`config.mk`:
```
export PLATFORM = sky130hd
export DESIGN_NAME = wdr_top
export DESIGN_NICKNAME = d
export VERILOG_FILES = /design/src/rtl/wdr_pkg.sv /design/src/rtl/wdr_delay.sv /design/src/rtl/wdr_top.sv
export SDC_FILE = /design/constraint.sdc
export NUM_CORES = 1
export LEC_CHECK = 0
export BUFFER_PORTS_ARGS = -buffer_cell sky130_fd_sc_hd__buf_2
export CELL_PAD_IN_SITES_DETAIL_PLACEMENT = 0
export CELL_PAD_IN_SITES_GLOBAL_PLACEMENT = 1
export CORE_ASPECT_RATIO = 0.75
export CORE_UTILIZATION = 23
export DETAILED_ROUTE_END_ITERATION = 6
export PLACE_DENSITY_LB_ADDON = 0.1
export SYNTH_ARGS = -nofsm -noshare
export SYNTH_HDL_FRONTEND = slang
export SYNTH_SLANG_ARGS = --single-unit
```
`constraint.sdc`:
```
create_clock -name aclk -period 1.84 [get_ports aclk]
set_input_delay 0.184 -clock aclk [delete_from_list [all_inputs] [get_ports aclk]]
set_output_delay 0.184 -clock aclk [all_outputs]
set_load 0.02 [all_outputs]
```
`src/rtl/wdr_pkg.sv`:
```
// wdr_pkg: register map, field layout, reset values and timing for the watchdog and reset control block.
// assumes a 250 MHz system clock and a slow oscillator enable derived from it.
package wdr_pkg;
    localparam int unsigned sys_clk_hz = 250000000;
    localparam int unsigned slow_oscillator_frequency = 32000;
    localparam int unsigned slow_div_cycles = sys_clk_hz / slow_oscillator_frequency;
    localparam int unsigned slow_div_width = 14;
    localparam int unsigned software_reset_delay_ns = 1000;
    localparam int unsigned software_reset_delay_cycles = (software_reset_delay_ns * 250 + 999) / 1000;
    localparam int unsigned pin_reset_delay_ns = 1000;
    localparam int unsigned pin_reset_delay_cycles = (pin_reset_delay_ns * 250 + 999) / 1000;
    localparam int unsigned delay_width = 16;

    localparam logic [11:0] watchdog_control_addr = 12'h000;
    localparam logic [11:0] reset_cause_flags_addr = 12'h004;
    localparam logic [11:0] reset_pin_function_key_addr = 12'h008;
    localparam logic [11:0] status_addr = 12'h00C;

    localparam logic [7:0] watchdog_control_reset = 8'h53;
    localparam logic [7:0] reset_pin_function_key_reset = 8'h55;
    localparam logic [4:0] key_disable = 5'h15;
    localparam logic [4:0] key_enable = 5'h0A;
    localparam logic [7:0] pin_key_io = 8'h55;
    localparam logic [7:0] pin_key_reset = 8'hAA;

    localparam int unsigned key_lsb = 3;
    localparam int unsigned key_msb = 7;
    localparam int unsigned sel_msb = 2;
    localparam int unsigned flag_wdt_key = 0;
    localparam int unsigned flag_lv_key = 1;
    localparam int unsigned flag_lv = 2;
    localparam int unsigned flag_rst_key = 3;
    localparam int unsigned flag_count = 4;
    localparam int unsigned stat_timeout = 0;
    localparam int unsigned stat_power_down = 1;
    localparam int unsigned wdt_width = 18;

    localparam logic [1:0] resp_okay = 2'b00;
    localparam logic [1:0] resp_slverr = 2'b10;

    typedef enum logic [1:0] {wdr_run_type_s, wdr_hold_type_s, wdr_delay_type_s} wdr_rst_state_type;
endpackage

```
`src/rtl/wdr_delay.sv`:
```
// wdr_delay: fixed-length countdown, one pulse when it expires.
// assumes start is a one-cycle pulse; a new start restarts the count.
`timescale 1ns/1ns
`default_nettype none
module wdr_delay
#(
    parameter int unsigned cycles = 1
)
(
    input wire logic aclk,
    input wire logic aresetn,
    input wire logic start,
    output logic busy,
    output logic done
);
    import wdr_pkg::*;
    logic [delay_width-1:0] cnt_q;

    always_ff @(posedge aclk)
    begin
        if (!aresetn)
        begin
            cnt_q <= '0;
            busy <= 1'b0;
            done <= 1'b0;
        end
        else
        begin
            done <= 1'b0;
            if (start)
            begin
                cnt_q <= delay_width'(cycles);
                busy <= 1'b1;
            end
            else if (busy)
            begin
                if (cnt_q <= delay_width'(1))
                begin
                    busy <= 1'b0;
                    done <= 1'b1;
                end
                cnt_q <= cnt_q - delay_width'(1);
            end
        end
    end
endmodule
`default_nettype wire

```
`src/rtl/wdr_top.sv`:
```
// wdr_top: watchdog timer, reset cause flags and keyed reset pin function, AXI4-Lite slave.
// assumes the core pulses clear/halt inputs for one cycle and acts on the reset outputs.
//
// The AXI4-Lite slave port and the register addresses were left to the implementer.
`timescale 1ns/1ns
`default_nettype none
module wdr_top
(
    input wire logic aclk,
    input wire logic aresetn,
    input wire logic [11:0] s_axi_awaddr,
    input wire logic s_axi_awvalid,
    output logic s_axi_awready,
    input wire logic [31:0] s_axi_wdata,
    input wire logic [3:0] s_axi_wstrb,
    input wire logic s_axi_wvalid,
    output logic s_axi_wready,
    output logic [1:0] s_axi_bresp,
    output logic s_axi_bvalid,
    input wire logic s_axi_bready,
    input wire logic [11:0] s_axi_araddr,
    input wire logic s_axi_arvalid,
    output logic s_axi_arready,
    output logic [31:0] s_axi_rdata,
    output logic [1:0] s_axi_rresp,
    output logic s_axi_rvalid,
    input wire logic s_axi_rready,
    input wire logic clear_watchdog_instruction,
    input wire logic halt_instruction,
    input wire logic standby_mode,
    input wire logic low_voltage_fault,
    input wire logic low_voltage_key_fault,
    input wire logic external_reset_pin,
    output logic device_reset,
    output logic pc_sp_reset,
    output logic pin_is_reset_input,
    output logic watchdog_enabled
);
    import wdr_pkg::*;

    logic [7:0] wdt_ctrl_q;
    logic [7:0] pin_key_q;
    logic [flag_count-1:0] flags_q;
    logic timeout_q;
    logic power_down_q;
    logic [slow_div_width-1:0] slow_div_q;
    logic slow_tick_q;
    logic [wdt_width-1:0] wdt_q;
    logic overflow_q;
    logic wdt_key_bad_q;
    logic pin_key_bad_q;
    logic wdt_fault_start;
    logic pin_fault_start;
    logic wdt_fault_busy;
    logic pin_fault_busy;
    logic wdt_fault_done;
    logic pin_fault_done;
    logic pin_rel_busy;
    logic pin_rel_done;
    logic pin_low;
    logic pin_low_q;
    logic key_reset_q;
    logic [wdt_width-1:0] terminal;
    logic wr_fire;
    logic aw_hold_q;
    logic w_hold_q;
    logic [11:0] awaddr_q;
    logic [31:0] wdata_q;
    logic [3:0] wstrb_q;
    logic wr_mapped;
    logic wr_lane0;
    logic [31:0] rd_word;
    logic rd_mapped;
    wdr_rst_state_type rst_state_q;

    always_comb
    begin
        case (wdt_ctrl_q[sel_msb:0])
            3'h0: terminal = wdt_width'(18'h000FF);
            3'h1: terminal = wdt_width'(18'h003FF);
            3'h2: terminal = wdt_width'(18'h00FFF);
            3'h3: terminal = wdt_width'(18'h03FFF);
            3'h4: terminal = wdt_width'(18'h07FFF);
            3'h5: terminal = wdt_width'(18'h0FFFF);
            3'h6: terminal = wdt_width'(18'h1FFFF);
            default: terminal = wdt_width'(18'h3FFFF);
        endcase
    end

    // write channel capture, address and data in either order
    assign wr_fire = aw_hold_q && w_hold_q && !s_axi_bvalid;
    assign wr_lane0 = wstrb_q[0];
    assign wr_mapped = awaddr_q == watchdog_control_addr || awaddr_q == reset_cause_flags_addr
        || awaddr_q == reset_pin_function_key_addr || awaddr_q == status_addr;
    assign pin_low = pin_is_reset_input && !external_reset_pin;

    always_ff @(posedge aclk)
    begin
        if (!aresetn)
        begin
            aw_hold_q <= 1'b0;
            w_hold_q <= 1'b0;
            awaddr_q <= '0;
            wdata_q <= '0;
            wstrb_q <= '0;
            s_axi_awready <= 1'b0;
            s_axi_wready <= 1'b0;
            s_axi_bvalid <= 1'b0;
            s_axi_bresp <= resp_okay;
        end
        else
        begin
            s_axi_awready <= !aw_hold_q && !s_axi_awready && s_axi_awvalid;
            s_axi_wready <= !w_hold_q && !s_axi_wready && s_axi_wvalid;
            if (s_axi_awvalid && s_axi_awready)
            begin
                aw_hold_q <= 1'b1;
                awaddr_q <= s_axi_awaddr;
            end
            if (s_axi_wvalid && s_axi_wready)
            begin
                w_hold_q <= 1'b1;
                wdata_q <= s_axi_wdata;
                wstrb_q <= s_axi_wstrb;
            end
            if (wr_fire)
            begin
                aw_hold_q <= 1'b0;
                w_hold_q <= 1'b0;
                s_axi_bvalid <= 1'b1;
                s_axi_bresp <= wr_mapped ? resp_okay : resp_slverr;
            end
            else if (s_axi_bvalid && s_axi_bready)
            begin
                s_axi_bvalid <= 1'b0;
            end
        end
    end

    // read channel
    always_comb
    begin
        rd_word = '0;
        rd_mapped = 1'b1;
        case (s_axi_araddr)
            watchdog_control_addr: rd_word[7:0] = wdt_ctrl_q;
            reset_cause_flags_addr: rd_word[flag_count-1:0] = flags_q;
            reset_pin_function_key_addr: rd_word[7:0] = pin_key_q;
            status_addr:
            begin
                rd_word[stat_timeout] = timeout_q;
                rd_word[stat_power_down] = power_down_q;
            end
            default: rd_mapped = 1'b0;
        endcase
    end

    always_ff @(posedge aclk)
    begin
        if (!aresetn)
        begin
            s_axi_arready <= 1'b0;
            s_axi_rvalid <= 1'b0;
            s_axi_rdata <= '0;
            s_axi_rresp <= resp_okay;
        end
        else
        begin
            s_axi_arready <= 1'b0;
            if (s_axi_arvalid && !s_axi_arready && !s_axi_rvalid)
            begin
                s_axi_arready <= 1'b1;
                s_axi_rvalid <= 1'b1;
                s_axi_rdata <= rd_word;
                s_axi_rresp <= rd_mapped ? resp_okay : resp_slverr;
            end
            else if (s_axi_rvalid && s_axi_rready)
            begin
                s_axi_rvalid <= 1'b0;
            end
        end
    end

    always_ff @(posedge aclk)
    begin
        if (!aresetn)
        begin
            wdt_ctrl_q <= watchdog_control_reset;
            pin_key_q <= reset_pin_function_key_reset;
        end
        else if (device_reset)
        begin
            // pin key survives overflow and pin resets, else a held pin would deselect itself
            wdt_ctrl_q <= watchdog_control_reset;
            if (key_reset_q)
                pin_key_q <= reset_pin_function_key_reset;
        end
        else if (wr_fire && wr_lane0)
        begin
            if (awaddr_q == watchdog_control_addr)
                wdt_ctrl_q <= wdata_q[7:0];
            if (awaddr_q == reset_pin_function_key_addr)
                pin_key_q <= wdata_q[7:0];
        end
    end

    always_ff @(posedge aclk)
    begin
        if (!aresetn)
        begin
            watchdog_enabled <= 1'b1;
            pin_is_reset_input <= 1'b0;
            wdt_key_bad_q <= 1'b0;
            pin_key_bad_q <= 1'b0;
        end
        else
        begin
            watchdog_enabled <= wdt_ctrl_q[key_msb:key_lsb] == key_enable;
            pin_is_reset_input <= pin_key_q == pin_key_reset;
            // held off during reset so a stale bad value cannot restart a fault delay
            wdt_key_bad_q <= wdt_ctrl_q[key_msb:key_lsb] != key_enable
                && wdt_ctrl_q[key_msb:key_lsb] != key_disable && !device_reset;
            pin_key_bad_q <= pin_key_q != pin_key_io && pin_key_q != pin_key_reset && !device_reset;
        end
    end

    // fault delays start once per bad value
    assign wdt_fault_start = wdt_key_bad_q && !wdt_fault_busy && !wdt_fault_done && !device_reset;
    assign pin_fault_start = pin_key_bad_q && !pin_fault_busy && !pin_fault_done && !device_reset;

    wdr_delay #(.cycles(software_reset_delay_cycles)) u_wdt_fault
    (
        .aclk(aclk),
        .aresetn(aresetn),
        .start(wdt_fault_start),
        .busy(wdt_fault_busy),
        .done(wdt_fault_done)
    );

    wdr_delay #(.cycles(software_reset_delay_cycles)) u_pin_fault
    (
        .aclk(aclk),
        .aresetn(aresetn),
        .start(pin_fault_start),
        .busy(pin_fault_busy),
        .done(pin_fault_done)
    );

    wdr_delay #(.cycles(pin_reset_delay_cycles)) u_pin_release
    (
        .aclk(aclk),
        .aresetn(aresetn),
        .start(pin_low_q && !pin_low),
        .busy(pin_rel_busy),
        .done(pin_rel_done)
    );

    always_ff @(posedge aclk)
    begin
        if (!aresetn)
        begin
            slow_div_q <= '0;
            slow_tick_q <= 1'b0;
        end
        else
        begin
            slow_tick_q <= slow_div_q == slow_div_width'(slow_div_cycles - 1);
            if (slow_div_q == slow_div_width'(slow_div_cycles - 1))
                slow_div_q <= '0;
            else
                slow_div_q <= slow_div_q + slow_div_width'(1);
        end
    end

    // clear and halt instructions both restart count in software
    // halt clears, then counts if enabled
    always_ff @(posedge aclk)
    begin
        if (!aresetn)
        begin
            wdt_q <= '0;
            overflow_q <= 1'b0;
        end
        else
        begin
            overflow_q <= 1'b0;
            if (wdt_key_bad_q || clear_watchdog_instruction || halt_instruction || pin_low || device_reset)
                wdt_q <= '0;
            else if (watchdog_enabled && slow_tick_q)
            begin
                if (wdt_q >= terminal)
                begin
                    wdt_q <= '0;
                    overflow_q <= 1'b1;
                end
                else
                    wdt_q <= wdt_q + wdt_width'(1);
            end
        end
    end

    always_ff @(posedge aclk)
    begin
        if (!aresetn)
        begin
            timeout_q <= 1'b0;
            power_down_q <= 1'b0;
        end
        else if (overflow_q)
        begin
            timeout_q <= 1'b1;
            if (standby_mode)
                power_down_q <= 1'b1;
        end
        else if (halt_instruction)
        begin
            timeout_q <= 1'b0;
            power_down_q <= 1'b1;
        end
        else if (clear_watchdog_instruction)
        begin
            timeout_q <= 1'b0;
            power_down_q <= 1'b0;
        end
    end

    always_ff @(posedge aclk)
    begin
        if (!aresetn)
            flags_q <= '0;
        else
        begin
            for (int i = 0; i < flag_count; i++)
            begin
                if (wr_fire && wr_lane0 && awaddr_q == reset_cause_flags_addr && !wdata_q[i])
                    flags_q[i] <= 1'b0;
            end
            if (wdt_fault_done)
                flags_q[flag_wdt_key] <= 1'b1;
            if (pin_fault_done)
                flags_q[flag_rst_key] <= 1'b1;
            if (low_voltage_fault)
                flags_q[flag_lv] <= 1'b1;
            if (low_voltage_key_fault)
                flags_q[flag_lv_key] <= 1'b1;
        end
    end

    always_ff @(posedge aclk)
    begin
        if (!aresetn)
        begin
            pin_low_q <= 1'b0;
            key_reset_q <= 1'b0;
            rst_state_q <= wdr_hold_type_s;
            device_reset <= 1'b1;
            pc_sp_reset <= 1'b1;
        end
        else
        begin
            pin_low_q <= pin_low;
            key_reset_q <= 1'b0;
            device_reset <= 1'b0;
            pc_sp_reset <= 1'b0;
            case (rst_state_q)
                wdr_run_type_s:
                begin
                    if (pin_low)
                        rst_state_q <= wdr_hold_type_s;
                    else if (wdt_fault_done || pin_fault_done || (overflow_q && !standby_mode))
                    begin
                        device_reset <= 1'b1;
                        pc_sp_reset <= 1'b1;
                        key_reset_q <= wdt_fault_done || pin_fault_done;
                    end
                    else if (overflow_q)
                        pc_sp_reset <= 1'b1;
                end
                wdr_hold_type_s:
                begin
                    device_reset <= 1'b1;
                    pc_sp_reset <= 1'b1;
                    if (!pin_low)
                        rst_state_q <= pin_low_q ? wdr_delay_type_s : wdr_run_type_s;
                end
                wdr_delay_type_s:
                begin
                    device_reset <= 1'b1;
                    pc_sp_reset <= 1'b1;
                    if (pin_low)
                        rst_state_q <= wdr_hold_type_s;
                    else if (pin_rel_done || !pin_rel_busy)
                        rst_state_q <= wdr_run_type_s;
                end
                default: rst_state_q <= wdr_run_type_s;
            endcase
        end
    end
endmodule
`default_nettype wire

```
# Word-level counts from Yosys, hierarchy flattened
# Index checks and enable logic that the tools add are counted.
# word_totals
out_inout_bits,45
mem_count,0
wordCells,247
inputBits,73
mem_bits_ro,0
latch_bits,0
ram_bits,0
regBits,160
# classes
order_cmp,4
div,0
addsub,5
n_reduce_logical,96
multipliers,0
n_eq_ne,26
n_mux,63
n_bitwise,7
shifts,0
# ops
operator,n
$pmux 18 s7,1
$mux 8,10
$eq 12x4->1 const B,4
$le 16x1->1 const B,3
$sub 16x1->16 const B,3
$mux 1,38
$logic_and 1x1->1,32
$eq 12x3->1 const B,2
$logic_not 12->1,2
$reduce_bool 2->1,11
$logic_not 1->1,20
$add 18x1->18 const B,1
$ge 18x18->1,1
$mux 18,1
$reduce_or 2->1,8
$add 14x1->14 const B,1
$eq 14x13->1 const B,1
$mux 2,7
$pmux 2 s3,2
$reduce_or 3->1,4
$logic_or 1x1->1,10
$eq 3x3->1 const B,3
$eq 8x8->1 const B,1
$ne 8x7->1 const B,1
other kinds (21),34

# Depth between registers and ports, before layout
# depth
ltp_word,7
mapped_depth,9
depth_no_buf,7

# By module
# Synthesis repeated with hierarchy kept, for this count alone.
# unflattened
hier_cells,813
area_unflattened_um2,7229.4
# modules_own_cells
mod,area_per_inst_um2,instances,cells_each,seq_area_each_um2
wdr_top,4752.1,1,546,2082.0
wdr_delay,825.8,3,89,360.3

# Least setup slack after synthesis
# OpenSTA, ideal clock, no wires.
# synth_timing
path_type,register to register
start,register wdt_ctrl_q[2]
end,register wdt_q[10]
n_path_buf,2
setup_slack_ns,-0.162
arrival_ns,1.885
t_required_ns,1.723
setup_time_ns,0.117
period_less_slack_ns,2.002
path_stages_with_launch,10
path_cell_list,dfxtp_1 > clkbuf_1 > nand3_1 > ha_1 > nand4_1 > o22ai_1 > nor3_1 > a21oi_2 > buf_2 > nor2_1
# synth_via
elab_chain_len,4
elab_cells_between_ends,10
classes_between,order compare (1); eq/ne (6); mux (2); reduce/logical (1)
# synth_rtl
item,line_no,rtl
"start, declared",wdr_top.sv:41,logic [7:0] wdt_ctrl_q;
"start signal, assigned",wdr_top.sv:188,wdt_ctrl_q <= watchdog_control_reset;
"start signal, assigned",wdr_top.sv:194,wdt_ctrl_q <= watchdog_control_reset;
"start signal, assigned",wdr_top.sv:201,wdt_ctrl_q <= wdata_q[7:0];
"$eq 3x3->1, or another cell as far along",wdr_top.sv:78,case (wdt_ctrl_q[sel_msb:0])
$pmux 18 s7 (*),wdr_top.sv:78,
$ge 18x18->1 (*),wdr_top.sv:291,if (wdt_q >= terminal)
$mux 18 (*),wdr_top.sv:291,
"end signal, assigned",wdr_top.sv:297,wdt_q <= wdt_q + wdt_width'(1);
"end, declared",wdr_top.sv:48,logic [wdt_width-1:0] wdt_q;
# Mark *: on every way between the ends. The rest lies on a longest branch, timed or not.
# A chain may end at the register's enable or synchronous reset.

# Final worst setup path
# layout_timing
start,register awaddr_q[6]
end,register pin_key_q[3]
# layout_via
elab_chain_len,3
# layout_rtl
item,line_no,rtl
"start, declared",wdr_top.sv:67,logic [11:0] awaddr_q;
"start signal, assigned",wdr_top.sv:118,awaddr_q <= s_axi_awaddr;
$eq 12x4->1,wdr_top.sv:202,if (awaddr_q == reset_pin_function_key_addr)
$reduce_bool 2->1 (no line),-,
$reduce_and 3->1 (no line),-,
"end signal, assigned",wdr_top.sv:189,pin_key_q <= reset_pin_function_key_reset;
"end signal, assigned",wdr_top.sv:196,pin_key_q <= reset_pin_function_key_reset;
"end signal, assigned",wdr_top.sv:203,pin_key_q <= wdata_q[7:0];
"end, declared",wdr_top.sv:42,logic [7:0] pin_key_q;
# No other way between the ends.

==> impl_results.rst <==
.. list-table::
   :header-rows: 1

   * - Metric
     - Value
   * - Status
     - finished, violations left
   * - Violations in the final reports
     - setup timing
   * - Via count
     - 5874
   * - Vias in the first global route
     - 5541
   * - Width of the die
     - 204.9 um
   * - Die area
     - 0.03158 mm2
   * - Initial core utilization
     - 23.44%
   * - Share of the clock period used by the worst path after layout
     - 104.1%
   * - DR WL/cell
     - 13.73 um
   * - Antenna fix cells
     - 0
   * - Data required time at the worst endpoint
     - 2160 ps
   * - Critical-path cell with the highest stage delay
     - or4b_4
   * - Cell type contributing the most total cell area after synthesis
     - dfxtp_1
   * - Count of endpoints failing setup in the final report
     - 12
   * - Arrival time worst endpoint
     - 2240 ps
   * - Setup crit start kind
     - flip-flop
   * - Count of distinct cell types in the synthesized netlist
     - 58
   * - Hold Violations, Final
     - 0
   * - Weighted congestion at the end of routability-driven global placement
     - 0.6838
   * - Top cells by count, synth
     - dfxtp_1, nor2_1, nand2_1
   * - First-pass iteration count of the detailed router
     - 4
   * - Netlist area before placement
     - 0.007098 mm2
   * - Nets
     - 1075
   * - Category of the worst setup path capture point
     - flip-flop
   * - Initial antenna violation count
     - 1
   * - Area of the core
     - 0.03028 mm2
   * - Top flip-flop cell by instance count after synthesis
     - dfxtp_1
   * - Total global routing track utilization
     - 12.48%
   * - Share of final-layout standard cells stronger than drive strength 1
     - 23.51%
   * - Count of max-cap constraint violations
     - 0
   * - Area fraction of the dominant cell type after synthesis
     - 44.56%
   * - Highest ir drop seen on vdd
     - 0.0004870 V
   * - HPWL reported at the end of detailed placement
     - 13600 um
   * - Number of buffers created by CTS
     - 17
   * - Number of remaining DRC errors
     - 0
   * - Series of cell instances along the critical path
     - nor4_4 > buf_4 > nand4_1 > or4b_4 > buf_4 > buf_6 > nand4_1 > o21ai_1
   * - Setup slack after placement
     - -161.7 ps
   * - Area growth, synth to finish
     - 32.19%
   * - Maximum level of the CTS H-tree
     - 4
   * - Time the worst path needs with I/O delays and setup
     - 1915 ps
   * - Setup WS post-layout
     - -75.07 ps
   * - TritonCTS sink count
     - 158
   * - Clock latency at the later pin of the worst-skew pair
     - 440 ps
   * - Classification of the worst setup path
     - reg2reg
   * - Setup repair after global routing missed its margin
     - yes
   * - Non-filler cells, final
     - 1390
   * - Worst Skew
     - 8.970 ps
   * - Buffer cell driving the clock tree root
     - clkbuf_16
   * - Synthesized area divided by synthesized cell count
     - 8.583 um2
   * - Clock tree from TritonCTS
     - done
   * - Worst slew pin tran
     - 538.7 ps
   * - Register bit count reported by yosys
     - 158
   * - Number of flops mapped to enable cells by yosys
     - 0
   * - Crit Path Max Fanout
     - 6
   * - Register clock-pin slew on the reported worst setup and hold paths
     - 60 ps
   * - Slew HR
     - 64.09%
   * - Peak per-stage delay on the critical path
     - 520 ps
   * - Buf+Inv Stages, Crit Path
     - 3
   * - Cell count after synthesis
     - 827
   * - Hold crit path type
     - in2reg
   * - Top Ports
     - 118
   * - Violation count after the first detailed-route iteration
     - 239
   * - Drt via density
     - 4.226
   * - Wire length of the first global-routing pass
     - 30380 um
   * - Reported leakage power
     - 3.598 nW
   * - Post-placement cell count
     - 1326
   * - DIE HEIGHT
     - 154.1 um
   * - Post-synthesis async set-or-reset flop share
     - 0%
   * - Power density over the cells
     - 780.3 mW/mm2
   * - Total number of placement rows
     - 55
   * - Port-buffer cells
     - 64
   * - Worst-case clock buffer depth
     - 2
   * - Residual antenna-violating net count after detailed routing
     - 0
   * - Fin. max-slew vios
     - 0
   * - Total wirelength of the detailed-routed design
     - 19090 um
   * - GRT overflow
     - 0
   * - Post-route setup TNS
     - -248.0 ps
   * - Largest cells by area after synthesis
     - dfxtp_1, nor2_1, nand2_1, a21oi_1, xor2_1
   * - Yosys synthesis warning count
     - 0
   * - Max Clock Freq
     - 522.2 MHz
   * - Most instantiated library cell after synthesis
     - dfxtp_1
   * - Kind of cell adding the most delay to the critical path
     - simple AND/OR/NAND/NOR gates
   * - Largest net degree at the start of global routing
     - 31
   * - Share of the yosys chip area belonging to registers
     - 44.56%
-- flip-flops by register name, indices dropped and copies added (netlist names), 12 cells and up --
name	cells
u_pin_release.cnt_q	16
u_wdt_fault.cnt_q	16
u_pin_fault.cnt_q	16
slow_div_q	14
wdt_q	18
awaddr_q	12
-- routing by layer --
| layer | GRT usage (%) | wire [um] | vias to the layer above |
|---|---|---|---|
| met4 | 3.598 | 207 | 2 |
| met3 | 3.709 | 751 | 15 |
| met5 | 0 | 13 | - |
| li1 | - | - | 3100 |
| met2 | 16.80 | 7350 | 85 |
| met1 | 18.69 | 10770 | 2672 |
-- tightest hold or removal path, cell delays in order --
cell and delay (ps):
buf_2 100, nor2_1 40, a21oi_1 110
-- stage by stage --
stage / util, % / hold slack, ps / power, mW / instance area, um2
after global placement: 27.28 / 431.0 / 3.960 / 8260
after detailed placement: 27.28 / 429.3 / 3.956 / 8260
final: 30.99 / 36.33 / 7.321 / 9383
after global routing: 30.99 / 38.81 / 7.664 / 9383
after floorplan: - / 292.1 / 3.826 / 7223
after CTS: 30.07 / 6.154 / 7.446 / 9106
-- layout by cell type (no fill, tap or decap), drive strengths merged, types with 2 or more instances in the layout --
master       synthesis  routed
or4                  5       5
buf                 36     143
nand4b               3       3
nand4               16      16
nor4bb               3       3
nor4                16      16
clkinv               0       4
mux4                 2       2
dfxtp              158     158
inv                 16      16
or3                  5       5
nand2              109     109
mux2                 4       4
nand2b               7       7
a31oi                4       4
nor2b                3       3
a21oi               74      74
o21ai               23      23
nand4bb              2       2
mux2i                5       5
a211oi               2       2
nand3               35      35
ha                  22      22
conb                 1      26
and3                 6       6
nor3b                4       4
and4                 2       2
xnor2               33      33
clkbuf              25      25
and2                 2       2
nand3b               6       6
o2111ai              4       4
nor2               111     111
or4b                 7       7
xor2                37      37
nor3                28      28
dlygate4sd3          0      26
-- path summary, 6_finish.rpt --
kind / from / endpoint / slack [ps] / cells after the start
worst min register to register: s_axi_rdata[3] / s_axi_rdata[3] / 460 / 2
worst max-delay path: awaddr_q[6] / pin_key_q[3] / -80 / 8
worst min-delay path: low_voltage_fault / flags_q[2] / 40 / 3
worst max register to register: awaddr_q[6] / pin_key_q[3] / -80 / 8
-- repair_timing --
action,4_1_cts,5_1_grt
gates cloned,0,3
gates resized for setup,11,45
setup endpoints to repair,42,40
pin swaps,3,3
hold buffers,26,0
hold endpoints to repair,26,0
setup buffers,0,5
-- kinds of logic (layout without fill, tap and decap cells) --
logic type | after synthesis | after routing | synth area share, %
adder cells (fa/ha/maj) | 22 | 22 | 3.878
AO/OA/AOI/OAI | 115 | 115 | 9.025
other | 1 | 26 | 0.05283
flip-flops | 158 | 158 | 44.56
multiplexers | 11 | 11 | 1.974
buffers and inverters | 77 | 216 | 5.817
AND/OR/NAND/NOR | 373 | 373 | 26.05
XOR/XNOR | 70 | 70 | 8.637
-- where the power goes --
| group | internal (mW) | leakage [nW] | total, mW | switching [mW] |
|---|---|---|---|---|
| sequential | 3.46 | 1.28 | 3.50 | 0.0366 |
| combinational | 0.182 | 2.05 | 0.430 | 0.249 |
| clock | 1.95 | 0.266 | 3.39 | 1.44 |
-- cell type report --
class	instances	area, um2
inverter	16	60.06
fill	3255	20900
sequential	158	3177
clock inverter	6	61.31
multi-input combinational	617	3849
clock buffer	24	481.7
timing repair buffer	170	1255
tap	399	499.2
Note: power is estimated with default switching activity, not from simulation.
